==> config.mk <==
export PLATFORM = sky130hd
export DESIGN_NAME = acs_top
export DESIGN_NICKNAME = d
export VERILOG_FILES = /design/src/acs_pkg.sv /design/src/acs_tad_gen.sv /design/src/acs_top.sv
export SDC_FILE = /design/constraint.sdc
export NUM_CORES = 1
export LEC_CHECK = 0
export CAP_MARGIN = 0
export CORE_ASPECT_RATIO = 0.9
export CORE_MARGIN = 2
export CORE_UTILIZATION = 42
export CTS_BUF_LIST = sky130_fd_sc_hd__clkbuf_4 sky130_fd_sc_hd__clkbuf_8
export DETAILED_ROUTE_END_ITERATION = 6
export DONT_BUFFER_PORTS = 1
export GPL_ROUTABILITY_DRIVEN = 0
export SLEW_MARGIN = 10
export SYNTH_ARGS = -nofsm -noshare
export SYNTH_HDL_FRONTEND = slang
export SYNTH_HIERARCHICAL = 1
export SYNTH_SLANG_ARGS = --single-unit
==> constraint.sdc <==
create_clock -name aclk -period 9.9 [get_ports aclk]
set_input_delay 1.98 -clock aclk [delete_from_list [all_inputs] [get_ports aclk]]
set_output_delay 1.98 -clock aclk [all_outputs]
set_load 0.03 [all_outputs]
==> src/acs_pkg.sv <==
// Package of register map, field layout and timing constants for the converter sequencer.
package acs_pkg;

	// Register word indices as printed; byte address is four times the index.
	localparam logic [7:0] ctrl_main_idx   = 8'h1f;
	localparam logic [7:0] port_cfg_idx    = 8'h9f;
	localparam logic [7:0] result_idx      = 8'h1e;
	localparam logic [7:0] irq_status_idx  = 8'h0c;
	localparam logic [7:0] irq_enable_idx  = 8'h8c;
	localparam logic [7:0] pin_dir_idx     = 8'h85;
	localparam logic [7:0] analog_in_idx   = 8'h20;

	// Control register field positions.
	localparam int clk_sel_lsb  = 6;
	localparam int chan_sel_lsb = 3;
	localparam int go_bit       = 2;
	localparam int power_bit    = 0;

	// Interrupt flag and enable bit position.
	localparam int done_flag_bit = 6;

	// Reset values.
	localparam logic [7:0] ctrl_main_rst = 8'h00;
	localparam logic [2:0] port_cfg_rst  = 3'h0;
	localparam logic [5:0] pin_dir_rst   = 6'h3f;

	// Per-bit period in oscillator periods for clock select codes 00, 01 and 10.
	localparam logic [5:0] tad_div_00 = 6'h02;
	localparam logic [5:0] tad_div_01 = 6'h08;
	localparam logic [5:0] tad_div_10 = 6'h20;

	// Conversion length and abort recovery, in per-bit periods.
	localparam logic [3:0] conv_periods = 4'h9;
	localparam logic [3:0] wait_periods = 4'h2;

	// Nominal internal RC per-bit time and its cycle count at 200 MHz.
	localparam int rc_tad_ns   = 4000;
	localparam int clk_ns      = 5;
	localparam int rc_tad_cyc  = rc_tad_ns / clk_ns;

	// Bus responses.
	localparam logic [1:0] resp_okay   = 2'h0;
	localparam logic [1:0] resp_slverr = 2'h2;

	typedef enum logic [2:0] {
		st_idle = 3'b001,
		st_conv = 3'b010,
		st_wait = 3'b100
	} acs_state_type;

endpackage : acs_pkg

==> src/acs_tad_gen.sv <==
// Per-bit conversion period enable generator.
`timescale 1ns/1ps
module acs_tad_gen #(
	parameter int rc_cycles = acs_pkg::rc_tad_cyc
) (
	// Clock and reset
	input  wire logic       aclk,
	input  wire logic       aresetn,
	// Control
	input  wire logic       run,
	input  wire logic [1:0] clk_sel,
	// Output
	output logic            tad_tick
);
	// The counter must span both the RC count and the slowest oscillator divide.
	localparam int slow_div = int'(acs_pkg::tad_div_10);
	localparam int cw       = $clog2(((rc_cycles > slow_div) ? rc_cycles : slow_div) + 1);

	logic [cw-1:0] cnt_r;
	logic [cw-1:0] limit;

	// Codes 00/01/10 divide the oscillator; 11 stands in for the internal RC.
	assign limit = (clk_sel == 2'h0) ? cw'(acs_pkg::tad_div_00) :
	               (clk_sel == 2'h1) ? cw'(acs_pkg::tad_div_01) :
	               (clk_sel == 2'h2) ? cw'(acs_pkg::tad_div_10) : cw'(rc_cycles);

	assign tad_tick = run && (cnt_r == limit - cw'(1));

	always_ff @(posedge aclk) begin
		if (!aresetn || !run || tad_tick) begin
			cnt_r <= '0;
		end else begin
			cnt_r <= cnt_r + cw'(1);
		end
	end
endmodule : acs_tad_gen

==> src/acs_top.sv <==
// AXI4-Lite register slave and conversion sequencer of the 8-bit converter.
// Operation
// Two-bit clock select picks 2, 8, 32 oscillator periods or RC.
// Bits 5..3 select one of five analog channels, codes 0 to 4.
// Setting go while powered starts converting the selected channel.
// Completion loads result, clears go, sets done flag together.
// Bit 0 powers converter; zero shuts it off.
// Port config bits 7..3 and control bit 1 read zero.
// Port config field decodes pins as analog, digital or reference.
// Result register is not initialised by reset.
// One conversion takes nine per-bit periods.
// Software waits two periods after a conversion before next acquisition.
// Software keeps the per-bit period between 1.6 and 6.4 us.
// Software waits acquisition time after changing channel.
// Software sets analog pins as inputs.
// For interrupts, software clears done flag then sets enables.
// Software polls go or waits for interrupt.
// Software reads result and clears done flag before next start.
// Clock select 11 uses the internal RC period.
// Clearing go mid-conversion aborts and keeps the old result.
// Reset returns registers to reset values and aborts conversion.
// Codes 00, 01, 10 give 2, 8, 32 oscillator periods.
`timescale 1ns/1ps
module acs_top #(
	parameter int rc_cycles = acs_pkg::rc_tad_cyc
) (
	// Clock and reset
	input  wire logic        aclk,
	input  wire logic        aresetn,
	// Write address channel
	input  wire logic [11:0] s_axi_awaddr,
	input  wire logic        s_axi_awvalid,
	output logic             s_axi_awready,
	// Write data channel
	input  wire logic [31:0] s_axi_wdata,
	input  wire logic [3:0]  s_axi_wstrb,
	input  wire logic        s_axi_wvalid,
	output logic             s_axi_wready,
	// Write response channel
	output logic [1:0]       s_axi_bresp,
	output logic             s_axi_bvalid,
	input  wire logic        s_axi_bready,
	// Read address channel
	input  wire logic [11:0] s_axi_araddr,
	input  wire logic        s_axi_arvalid,
	output logic             s_axi_arready,
	// Read data channel
	output logic [31:0]      s_axi_rdata,
	output logic [1:0]       s_axi_rresp,
	output logic             s_axi_rvalid,
	input  wire logic        s_axi_rready,
	// Analog front end
	input  wire logic [7:0]  sample_code,
	output logic [2:0]       input_channel_select,
	output logic             converter_power_on,
	output logic             sample_hold,
	// Pin configuration
	output logic [4:0]       pin_analog,
	output logic             port_a_pin3_is_ref,
	// Interrupt request
	output logic             conversion_irq
);
	// Control and status registers.
	logic [1:0]  conv_clock_select_r;
	logic [2:0]  chan_sel_r;
	logic        go_r;
	logic        power_r;
	logic [2:0]  port_config_select_r;
	logic [7:0]  conversion_result_r;
	logic        conversion_done_flag_r;
	logic        conversion_irq_enable_r;
	logic [5:0]  pin_direction_bits_r;
	logic [7:0]  analog_in_r;
	logic [3:0]  per_cnt_r;
	acs_pkg::acs_state_type state_r;
	acs_pkg::acs_state_type state_nxt;

	// Bus slave holding registers.
	logic        aw_full_r;
	logic [11:0] aw_addr_r;
	logic        w_full_r;
	logic [31:0] w_data_r;
	logic [3:0]  w_strb_r;
	logic        bvalid_r;
	logic [1:0]  bresp_r;
	logic        rvalid_r;
	logic [31:0] rdata_r;
	logic [1:0]  rresp_r;

	function automatic logic [7:0] word_index(input logic [11:0] addr);
		word_index = addr[9:2];
	endfunction : word_index

	// Write decode: fires once both address and data are held and no write response is pending.
	logic        wr_fire;
	logic [7:0]  wr_idx;
	logic [7:0]  wr_byte;
	logic        wr_main;
	logic        wr_cfg;
	logic        wr_res;
	logic        wr_ist;
	logic        wr_ien;
	logic        wr_dir;
	logic        wr_ain;
	logic        wr_hit;
	assign wr_fire = aw_full_r && w_full_r && !bvalid_r;
	assign wr_idx  = word_index(aw_addr_r);
	assign wr_byte = w_data_r[7:0];
	assign wr_main = wr_fire && w_strb_r[0] && (wr_idx == acs_pkg::ctrl_main_idx);
	assign wr_cfg  = wr_fire && w_strb_r[0] && (wr_idx == acs_pkg::port_cfg_idx);
	assign wr_res  = wr_fire && w_strb_r[0] && (wr_idx == acs_pkg::result_idx);
	assign wr_ist  = wr_fire && w_strb_r[0] && (wr_idx == acs_pkg::irq_status_idx);
	assign wr_ien  = wr_fire && w_strb_r[0] && (wr_idx == acs_pkg::irq_enable_idx);
	assign wr_dir  = wr_fire && w_strb_r[0] && (wr_idx == acs_pkg::pin_dir_idx);
	assign wr_ain  = wr_fire && w_strb_r[0] && (wr_idx == acs_pkg::analog_in_idx);
	assign wr_hit  = (wr_idx == acs_pkg::ctrl_main_idx) || (wr_idx == acs_pkg::port_cfg_idx)
	              || (wr_idx == acs_pkg::result_idx) || (wr_idx == acs_pkg::irq_status_idx)
	              || (wr_idx == acs_pkg::irq_enable_idx) || (wr_idx == acs_pkg::pin_dir_idx)
	              || (wr_idx == acs_pkg::analog_in_idx);

	// Sequencer control.
	logic tad_tick;
	logic in_conv;
	logic in_wait;
	logic conv_done;
	logic go_start;
	logic go_abort;
	assign in_conv   = (state_r == acs_pkg::st_conv);
	assign in_wait   = (state_r == acs_pkg::st_wait);
	assign conv_done = in_conv && tad_tick && (per_cnt_r == acs_pkg::conv_periods - 4'h1);
	// A write that leaves go low, or drops power, ends the conversion early.
	assign go_abort  = in_conv && wr_main
	                && (!wr_byte[acs_pkg::go_bit] || !wr_byte[acs_pkg::power_bit]);
	// Go is honoured only with power on; the start waits out any abort recovery.
	assign go_start  = (state_r == acs_pkg::st_idle) && go_r && power_r;

	// Dropping run on an abort restarts the divider, so the recovery wait spans whole periods.
	acs_tad_gen #(
		.rc_cycles (rc_cycles)
	) u_tad (
		.aclk     (aclk),
		.aresetn  (aresetn),
		.run      ((in_conv || in_wait) && !go_abort),
		.clk_sel  (conv_clock_select_r),
		.tad_tick (tad_tick)
	);

	always_comb begin
		state_nxt = state_r;
		unique case (state_r)
			acs_pkg::st_idle: begin
				if (go_start) begin
					state_nxt = acs_pkg::st_conv;
				end
			end
			acs_pkg::st_conv: begin
				if (go_abort) begin
					state_nxt = acs_pkg::st_wait;
				end else if (conv_done) begin
					state_nxt = acs_pkg::st_idle;
				end
			end
			acs_pkg::st_wait: begin
				if (tad_tick && (per_cnt_r == acs_pkg::wait_periods - 4'h1)) begin
					state_nxt = acs_pkg::st_idle;
				end
			end
			default: state_nxt = acs_pkg::st_idle;
		endcase
	end

	always_ff @(posedge aclk) begin
		if (!aresetn) begin
			state_r   <= acs_pkg::st_idle;
			per_cnt_r <= 4'h0;
		end else begin
			state_r <= state_nxt;
			if (state_nxt != state_r) begin
				per_cnt_r <= 4'h0;
			end else if (tad_tick) begin
				per_cnt_r <= per_cnt_r + 4'h1;
			end
		end
	end

	// Control register; hardware clearing of go on completion wins over a simultaneous software write of go.
	always_ff @(posedge aclk) begin
		if (!aresetn) begin
			conv_clock_select_r  <= acs_pkg::ctrl_main_rst[7:6];
			chan_sel_r           <= acs_pkg::ctrl_main_rst[5:3];
			go_r                 <= acs_pkg::ctrl_main_rst[2];
			power_r              <= acs_pkg::ctrl_main_rst[0];
			port_config_select_r <= acs_pkg::port_cfg_rst;
			pin_direction_bits_r <= acs_pkg::pin_dir_rst;
			conversion_irq_enable_r <= 1'b0;
			analog_in_r          <= 8'h00;
		end else begin
			if (wr_main) begin
				conv_clock_select_r <= wr_byte[acs_pkg::clk_sel_lsb +: 2];
				chan_sel_r          <= wr_byte[acs_pkg::chan_sel_lsb +: 3];
				power_r             <= wr_byte[acs_pkg::power_bit];
				go_r                <= wr_byte[acs_pkg::go_bit] && !conv_done;
			end else if (conv_done || !power_r) begin
				go_r <= 1'b0;
			end
			if (wr_cfg) begin
				port_config_select_r <= wr_byte[2:0];
			end
			if (wr_dir) begin
				pin_direction_bits_r <= wr_byte[5:0];
			end
			if (wr_ien) begin
				conversion_irq_enable_r <= wr_byte[acs_pkg::done_flag_bit];
			end
			if (wr_ain) begin
				analog_in_r <= wr_byte;
			end
		end
	end

	// Done flag: completion sets it and wins over a simultaneous software clear.
	always_ff @(posedge aclk) begin
		if (!aresetn) begin
			conversion_done_flag_r <= 1'b0;
		end else if (conv_done) begin
			conversion_done_flag_r <= 1'b1;
		end else if (wr_ist) begin
			conversion_done_flag_r <= wr_byte[acs_pkg::done_flag_bit];
		end
	end

	// Result has no reset so its power-on content stays unknown; aborts never load it.
	always_ff @(posedge aclk) begin
		if (conv_done) begin
			conversion_result_r <= sample_code;
		end else if (wr_res) begin
			conversion_result_r <= wr_byte;
		end
	end

	// Pin configuration decode.
	logic [4:0] cfg_analog;
	logic       cfg_ref;
	assign cfg_analog = (port_config_select_r[2:1] == 2'h3) ? 5'h00 :
	                    (port_config_select_r == 3'h4)      ? 5'h0b :
	                    (port_config_select_r == 3'h5)      ? 5'h03 :
	                    (port_config_select_r[0])           ? 5'h17 : 5'h1f;
	assign cfg_ref    = (port_config_select_r == 3'h1) || (port_config_select_r == 3'h3)
	                 || (port_config_select_r == 3'h5);

	// Bus channels.
	logic [7:0]  rd_idx;
	logic [31:0] rd_word;
	logic        rd_hit;
	logic [7:0]  main_rd;
	assign main_rd = {conv_clock_select_r, chan_sel_r, go_r, 1'b0, power_r};
	assign rd_idx  = word_index(s_axi_araddr);
	assign rd_hit  = (rd_idx == acs_pkg::ctrl_main_idx) || (rd_idx == acs_pkg::port_cfg_idx)
	              || (rd_idx == acs_pkg::result_idx) || (rd_idx == acs_pkg::irq_status_idx)
	              || (rd_idx == acs_pkg::irq_enable_idx) || (rd_idx == acs_pkg::pin_dir_idx)
	              || (rd_idx == acs_pkg::analog_in_idx);
	assign rd_word = (rd_idx == acs_pkg::ctrl_main_idx)  ? {24'h0, main_rd} :
	                 (rd_idx == acs_pkg::port_cfg_idx)   ? {29'h0, port_config_select_r} :
	                 (rd_idx == acs_pkg::result_idx)     ? {24'h0, conversion_result_r} :
	                 (rd_idx == acs_pkg::irq_status_idx) ? {25'h0, conversion_done_flag_r, 6'h0} :
	                 (rd_idx == acs_pkg::irq_enable_idx) ? {25'h0, conversion_irq_enable_r, 6'h0} :
	                 (rd_idx == acs_pkg::pin_dir_idx)    ? {26'h0, pin_direction_bits_r} :
	                 (rd_idx == acs_pkg::analog_in_idx)  ? {24'h0, analog_in_r} : 32'h0;

	assign s_axi_awready = !aw_full_r;
	assign s_axi_wready  = !w_full_r;
	assign s_axi_arready = !rvalid_r;

	always_ff @(posedge aclk) begin
		if (!aresetn) begin
			aw_full_r <= 1'b0;
			aw_addr_r <= 12'h000;
			w_full_r  <= 1'b0;
			w_data_r  <= 32'h0;
			w_strb_r  <= 4'h0;
			bvalid_r  <= 1'b0;
			bresp_r   <= acs_pkg::resp_okay;
		end else begin
			if (s_axi_awvalid && !aw_full_r) begin
				aw_full_r <= 1'b1;
				aw_addr_r <= s_axi_awaddr;
			end else if (wr_fire) begin
				aw_full_r <= 1'b0;
			end
			if (s_axi_wvalid && !w_full_r) begin
				w_full_r <= 1'b1;
				w_data_r <= s_axi_wdata;
				w_strb_r <= s_axi_wstrb;
			end else if (wr_fire) begin
				w_full_r <= 1'b0;
			end
			if (wr_fire) begin
				bvalid_r <= 1'b1;
				bresp_r  <= wr_hit ? acs_pkg::resp_okay : acs_pkg::resp_slverr;
			end else if (s_axi_bready) begin
				bvalid_r <= 1'b0;
			end
		end
	end

	always_ff @(posedge aclk) begin
		if (!aresetn) begin
			rvalid_r <= 1'b0;
			rdata_r  <= 32'h0;
			rresp_r  <= acs_pkg::resp_okay;
		end else if (s_axi_arvalid && !rvalid_r) begin
			rvalid_r <= 1'b1;
			rdata_r  <= rd_word;
			rresp_r  <= rd_hit ? acs_pkg::resp_okay : acs_pkg::resp_slverr;
		end else if (s_axi_rready) begin
			rvalid_r <= 1'b0;
		end
	end

	assign s_axi_bvalid = bvalid_r;
	assign s_axi_bresp  = bresp_r;
	assign s_axi_rvalid = rvalid_r;
	assign s_axi_rdata  = rdata_r;
	assign s_axi_rresp  = rresp_r;

	assign input_channel_select = chan_sel_r;
	assign converter_power_on   = power_r;
	assign sample_hold          = in_conv;
	assign pin_analog           = cfg_analog;
	assign port_a_pin3_is_ref   = cfg_ref;
	assign conversion_irq       = conversion_done_flag_r && conversion_irq_enable_r;
endmodule : acs_top

# --- After elaboration in Yosys (flattened, before gate mapping) ---
# Index checks and enable logic that the tools add are counted.
word_totals:
  reg_bits: 110
  wordCells: 152
  inputBits: 75
classes:
  muxes: 34
  add_sub_neg: 3
  reduce_logical: 63
  n_eq_ne: 28
  bitwise: 1
ops:
  columns: ["operator", "count"]
  rows:
  - ["8-bit 2-to-1 mux", 9]
  - ["8-bit == test, second input constant", 6]
  - ["8-bit by 5-bit == test with 1-bit output, second input constant", 4]
  - ["10-bit 2-to-1 mux", 3]
  - ["1-bit logical AND", 24]
  - ["1-bit logical OR", 19]
  - ["8-bit by 4-bit == test with 1-bit output, second input constant", 2]
  - ["8-bit by 6-bit == test with 1-bit output, second input constant", 2]
  - ["5-bit 2-to-1 mux", 3]
  - ["2-bit nonzero test", 7]
  - ["3-bit 2-to-1 mux", 4]
  - ["1-bit zero test", 11]
  - ["1-bit 2-to-1 mux", 11]
  - ["10-bit by 1-bit adder with 10-bit output, second input constant", 1]
  - ["10-bit == test", 1]
  - ["10-bit by 1-bit subtractor with 10-bit output, second input constant", 1]
  - ["3-bit == test, second input constant", 3]
  - ["3-bit one-hot mux with 3 select lines", 1]
  - ["3-bit by 1-bit == test with 1-bit output, second input constant", 2]
  - ["3-bit by 2-bit == test with 1-bit output, second input constant", 2]
  - ["4-bit by 1-bit adder with 4-bit output, second input constant", 1]
  - ["2-bit == test, second input constant", 2]
  - ["4-bit by 1-bit == test with 1-bit output, second input constant", 1]
  - ["4-bit == test, second input constant", 1]
  - ["7 further kinds", 8]

# --- Longest topological paths before layout ---
logic_depth:
  word_depth: 16
  ltp_mapped: 11

# --- By module ---
# The synthesis kept the hierarchy.
by_module_without_submodules:
  columns: ["mod", "cells_each", "area_per_inst_um2", "instances"]
  rows:
  - ["acs_top", 420, 3743.6, 1]
  - ["acs_tad_gen", 57, 491.7, 1]

# --- Least setup slack after synthesis ---
# No wires, ideal clock.
synth_path:
  path_kind: "reg-to-reg"
  startpoint: "register bvalid_r, in the netlist s_axi_bvalid"
  endpoint: "register conversion_result_r[0] (data pin)"
  t_required_ns: 9.640
  slack_ns: 6.394
  period_less_slack_ns: 3.506
  setup_time_ns: 0.260
  arrival_ns: 3.246
  stages_incl_launch_ff: 12
  path_buffers: 2
  cell_sequence: "dfxtp_1 and4b_1 buf_2 nand4_1 o21ai_0 a21oi_1 nand4_1 a2111oi_4 nand4b_1 nor3b_1 buf_2 mux2_2"
synth_between:
  elab_chain_cells: 12
synth_rtl:
  columns: ["item", "line_no", "source"]
  rows:
  - ["start, declared", "acs_top.sv:84", "logic bvalid_r;"]
  - ["start signal, assigned", "acs_top.sv:281", "bvalid_r <= 1'b0;"]
  - ["start signal, assigned", "acs_top.sv:298", "bvalid_r <= 1'b1;"]
  - ["start signal, assigned", "acs_top.sv:301", "bvalid_r <= 1'b0;"]
  - ["1-bit zero test", "acs_top.sv:106", "assign wr_fire = aw_full_r && w_full_r && !bvalid_r;"]
  - ["1-bit logical AND", "acs_top.sv:106", null]
  - ["1-bit logical AND (2 in a row)", "acs_top.sv:109", "assign wr_main = wr_fire && w_strb_r[0] && (wr_idx == acs_pkg::ctrl_main_idx);"]
  - ["1-bit logical AND", "acs_top.sv:132", "assign go_abort = in_conv && wr_main"]
  - ["1-bit logical AND", "acs_top.sv:133", "&& (!wr_byte[acs_pkg::go_bit] || !wr_byte[acs_pkg::power_bit]);"]
  - ["1-bit zero test", "acs_top.sv:143", ".run ((in_conv || in_wait) && !go_abort),"]
  - ["1-bit logical AND", "acs_top.sv:143", null]
  - ["1-bit logical AND", "acs_tad_gen.sv:27", "assign tad_tick = run && (cnt_r == limit - cw'(1));"]
  - ["named net tad_tick", "acs_top.sv:122", "logic tad_tick;"]
  - ["1-bit logical AND (2 in a row)", "acs_top.sv:130", "assign conv_done = in_conv && tad_tick && (per_cnt_r == acs_pkg::conv_periods - 4'h1);"]
  - ["8-bit 2-to-1 mux", "acs_top.sv:234", "if (conv_done) begin"]
  - ["end signal, assigned", "acs_top.sv:235", "conversion_result_r <= sample_code;"]
  - ["end signal, assigned", "acs_top.sv:237", "conversion_result_r <= wr_byte;"]
  - ["end, declared", "acs_top.sv:69", "logic [7:0] conversion_result_r;"]
# The timed path passes the listed nets, and every way through them passes these cells.
# A chain may end at the register's enable or synchronous reset.

# --- Worst setup path in the final report ---
layout_path:
  startpoint: "register bvalid_r, in the netlist s_axi_bvalid"
  endpoint: "register conversion_result_r[7] (enable)"
layout_between:
  elab_chain_cells: 12
layout_rtl:
  columns: ["item", "line_no"]
  rows:
  - ["1-bit zero test", "acs_top.sv:106"]
  - ["1-bit logical AND", "acs_top.sv:106"]
  - ["1-bit logical AND (2 in a row)", "acs_top.sv:109"]
  - ["1-bit logical AND", "acs_top.sv:132"]
  - ["1-bit logical AND", "acs_top.sv:133"]
  - ["1-bit zero test", "acs_top.sv:143"]
  - ["1-bit logical AND", "acs_top.sv:143"]
  - ["1-bit logical AND", "acs_tad_gen.sv:27"]
  - ["named net tad_tick", "acs_top.sv:122"]
  - ["1-bit logical AND (2 in a row)", "acs_top.sv:130"]
  - ["2-bit nonzero test (no source line)", null]
# The timed path passes the listed nets, and every way through them passes these cells.

==> metrics.md <==
| Metric | Value |
|---|---|
| Hold Path Class | `reg2reg` |
| Sw Share | `about 25%` |
| Initial antenna violation count | `1` |
| Most frequent CP cell | `nand4_1` |
| Final min period | `roughly 4.6 ns` |
| Largest area contributor in the netlist | `dfxtp_1` |
| Final ANT Viol Nets | `0` |
| Hold endpoint | `pin_direction_bits_r[1]` |
| Worst-margin pin slew | `around 1.1 ns` |
| Final Core Density | `a little under half` |
| Starting Density | `a little over two fifths` |
| Area growth, synth to finish | `4.58%` |
| Postcts setup bufs | `0` |
| WS Path Type | `reg2reg` |
| Mapped Cells | `between 400 and 500` |
| Layout cells sized above 1 | `~9%` |
| Pin count of the biggest net entering global routing | `36` |
| Clk buf depth | `2` |
| Top-area cell type share of the netlist area | `about a third` |
| Congestion Overflow GR | `0` |
| Leak | `about 1.6 nW` |
| Largest cells by area after synthesis | `dfxtp_1, mux2i_1, edfxtp_1, nand2_1, buf_4` |
| CTS Hold Buffers Added | `0` |
| Reg-to-reg critical path endpoint | `conversion_result_r[7]` |
| Critical path startpoint category | `flop` |
| Part of the power in registers | `52.5%` |
| Final Cycle Share | `~46%` |
| Worst-path fanout max | `14` |
| Pwr Density | `153 mW/mm2` |
| Ports | `128` |
| Logic pwr share | `around 7.0%` |
| Pins Over Slew Limit | `0` |
| Storage cell area | `0.00172 mm2` |
| Nets | `roughly 540` |
| Routed len/inst | `approximately 16 um` |
| Outcome | `complete, no violations` |
| Area of the multi-input gates | `approximately 0.0023 mm2` |
| TritonCTS Buffers | `9` |
| Maximum clock frequency | `about 220 MHz` |
| Internal | `0.511 mW` |
| CP max stage cell | `nor3b_2` |
| Sequential element share of the synthesized area | `about 41%` |
| Iter 0 DRT Violations | `between 150 and 200` |
| Final setup violation count | `0` |
| Number of H-tree levels | `3` |
| RR Startpoint | `s_axi_bvalid` |
| FP Rows | `34` |
| CTS tree | `built` |
| Final TNS setup | `0 ns` |
| Switching power | `between 0.15 and 0.2 mW` |
| Number of global-route vias before repair | `3024` |
| Worst skew pair latency | `0.37 ns` |
| Worst setup EP type | `flop` |
| Core area | `about 0.01 mm2` |
| Total track usage | `roughly a fifth` |
| Hold_ws | `0.486 ns` |
| Cells along the critical path | `and4b_1 > nand4_1 > o21ai_0 > a21oi_1 > nand4_1 > a2111oi_4 > nand4b_1 > nor3b_2 > a41o_1` |
| Worst endpoint required time | `between 9 and 10 ns` |
| Hold path startpoint | `pin_direction_bits_r[1]` |
| Vias | `3311` |
| CTS sink count | `between 80 and 90` |
| Top_reg_cell synth | `dfxtp_1` |
| DRC | `0` |
| CP arrival | `~4.6 ns` |
| Post-CTS sizing | `0` |
| Syn. warnings | `6` |
| EDFF count, synth | `8` |
| Hold path depth | `2` |
| First-pass GRT wire length | `between 15 and 20 mm` |
| Unrepaired setup endpoints after global routing | `false` |
| Skew final | `0.0134 ns` |
| Clock network fraction of total power | `roughly two fifths` |
| Die ar. | `between 0.01 and 0.015 mm2` |
| Buffers on Ports | `0` |
| Post-synthesis cell type count | `67` |
| HPWL Detailed | `about 7 mm` |
| Clock-pin slew on the worst setup and hold paths | `0.08 ns` |
| #FFs+latches synth | `82` |
| Router iterations before antenna repair | `4` |
| Root Buffer | `clkbuf_8` |
| Post-Route WL | `between 9 and 10 mm` |
| Worst R2R Setup Slack | `about 5.3 ns` |
| Worst r2r path cells | `9` |
| Fill cells | `around 940` |
| Relative slew slack | `approximately 28%` |
| Share of flip-flops with an asynchronous set or reset | `0%` |
| # diodes | `0` |
| Die H | `roughly 100 um` |
| Slowest Stage Delay on Critical Path | `between 0.9 and 1 ns` |
| Max cap viols | `0` |
| Avg Cell Area, Syn | `8.88 um2` |
| Peak supply drop | `roughly 0.13 mV` |
| Via/cell ratio | `5.56` |
| Final hold violation count | `0` |
| Die width | `between 100 and 150 um` |
| Synthesized cell area | `about 0.0042 mm2` |
-- metrics by stage --
step                      worst slack [ns]  total power [mW]  cells  area, um2
after global routing                  4.89             0.708    595       4430
after CTS                             5.29             0.688    595       4430
after detailed placement              5.27             0.411    579       4200
after global placement                5.36             0.410    579       4200
after floorplan                       6.39             0.414    502       4330
final                                 5.31             0.679    595       4430
-- power by group through the flow --
stage          sequential [mW]  combinational [mW]  clock, mW
5_1_grt                  0.358              0.0521      0.298
6_report                 0.356              0.0474      0.275
2_1_floorplan            0.360              0.0538          0
4_1_cts                  0.356              0.0472      0.285
3_3_place_gp             0.364              0.0465          0
3_5_place_dp             0.364              0.0471          0
-- placed cells by master (no fill, tap or decap), types with 11 or more instances in the layout --
master and count:
a21oi_1 18, conb_1 26, dfxtp_1 74, inv_1 12
mux2_2 12, mux2i_1 31, nand2_1 60, nand3_1 11
nor2_1 42, nor2b_1 12, nor3_1 13
-- flip-flops by register name, indices dropped and copies added (netlist names), 2 cells and up --
name,cells
u_tad/cnt_r,10
port_config_select_r,3
conv_clock_select_r,2
s_axi_rdata,8
conversion_result_r,8
w_data_r,8
analog_in_r,8
input_channel_select,3
pin_direction_bits_r,6
state_r,3
aw_addr_r,8
per_cnt_r,4
-- layout make-up --
| cell class | instances | share of cell area, % |
|---|---|---|
| clock buffers | 12 | 3.45 |
| clock inverters | 4 | 1.69 |
| inverters | 13 | 1.10 |
| multi-input cells | 356 | 51.0 |
| flip-flops and latches | 82 | 38.9 |
| well taps | 126 | 3.56 |
| repair buffers | 2 | 0.339 |
-- cell families (layout without fill, tap and decap cells) --
family	Yosys count	in the layout	synth area share [%]
simple gates	199	199	25.1
flops	82	82	40.6
compound gates	73	73	11.8
buf+inv	64	31	8.36
mux	43	43	10.5
xor+xnor	11	11	2.27
fa+ha+maj	4	4	1.18
other cells	1	26	0.0885
-- worst max-delay path by stage --
stage	start	endpoint	slack, ns	depth (start not counted)
after floorplan	s_axi_bvalid	conversion_result_r[0]	6.39	11
after global placement	s_axi_bvalid	conversion_result_r[3]	5.36	9
after detailed placement	s_axi_bvalid	conversion_result_r[3]	5.27	9
after CTS	s_axi_bvalid	conversion_result_r[6]	5.29	9
after global routing	s_axi_bvalid	per_cnt_r[1]	4.89	10
final	s_axi_bvalid	conversion_result_r[7]	5.31	9
-- routing by layer --
metal | global-route usage, % | routed length [um]
met5 | 0 | 11
met4 | 5.26 | 107
met2 | 27.7 | 4230
met3 | 6.09 | 674
met1 | 26.0 | 4730
-- worst max-delay path: cells and delay by family, from the launching register on --
kind             cells  cell delay, ns
flip-flops           1            0.56
AO/OA/AOI/OAI        4            1.62
AND/OR/NAND/NOR      5            2.05
-- synthesized netlist by cell type, drive strengths merged, types with 2 or more instances --
cell     instances
o22ai            4
nor3            13
o21a             3
nand3           11
o2bb2ai          2
buf             34
mux2            12
nor4             8
a211oi           7
or3b             5
nand2           60
nor4bb           4
nand4b           3
xor2             3
nand2b           2
and4             2
inv             12
ha               4
a21oi           18
a211o            2
a31oi           10
nor3b            6
a221o            2
and3             3
edfxtp           8
dfxtp           74
nor2b           12
nand4            6
nor2            42
xnor2            8
nor4b            4
or3              3
nand3b           3
and2             5
clkbuf          17
o21ai           11
mux2i           31
Note: power is estimated with default switching activity, not from simulation.
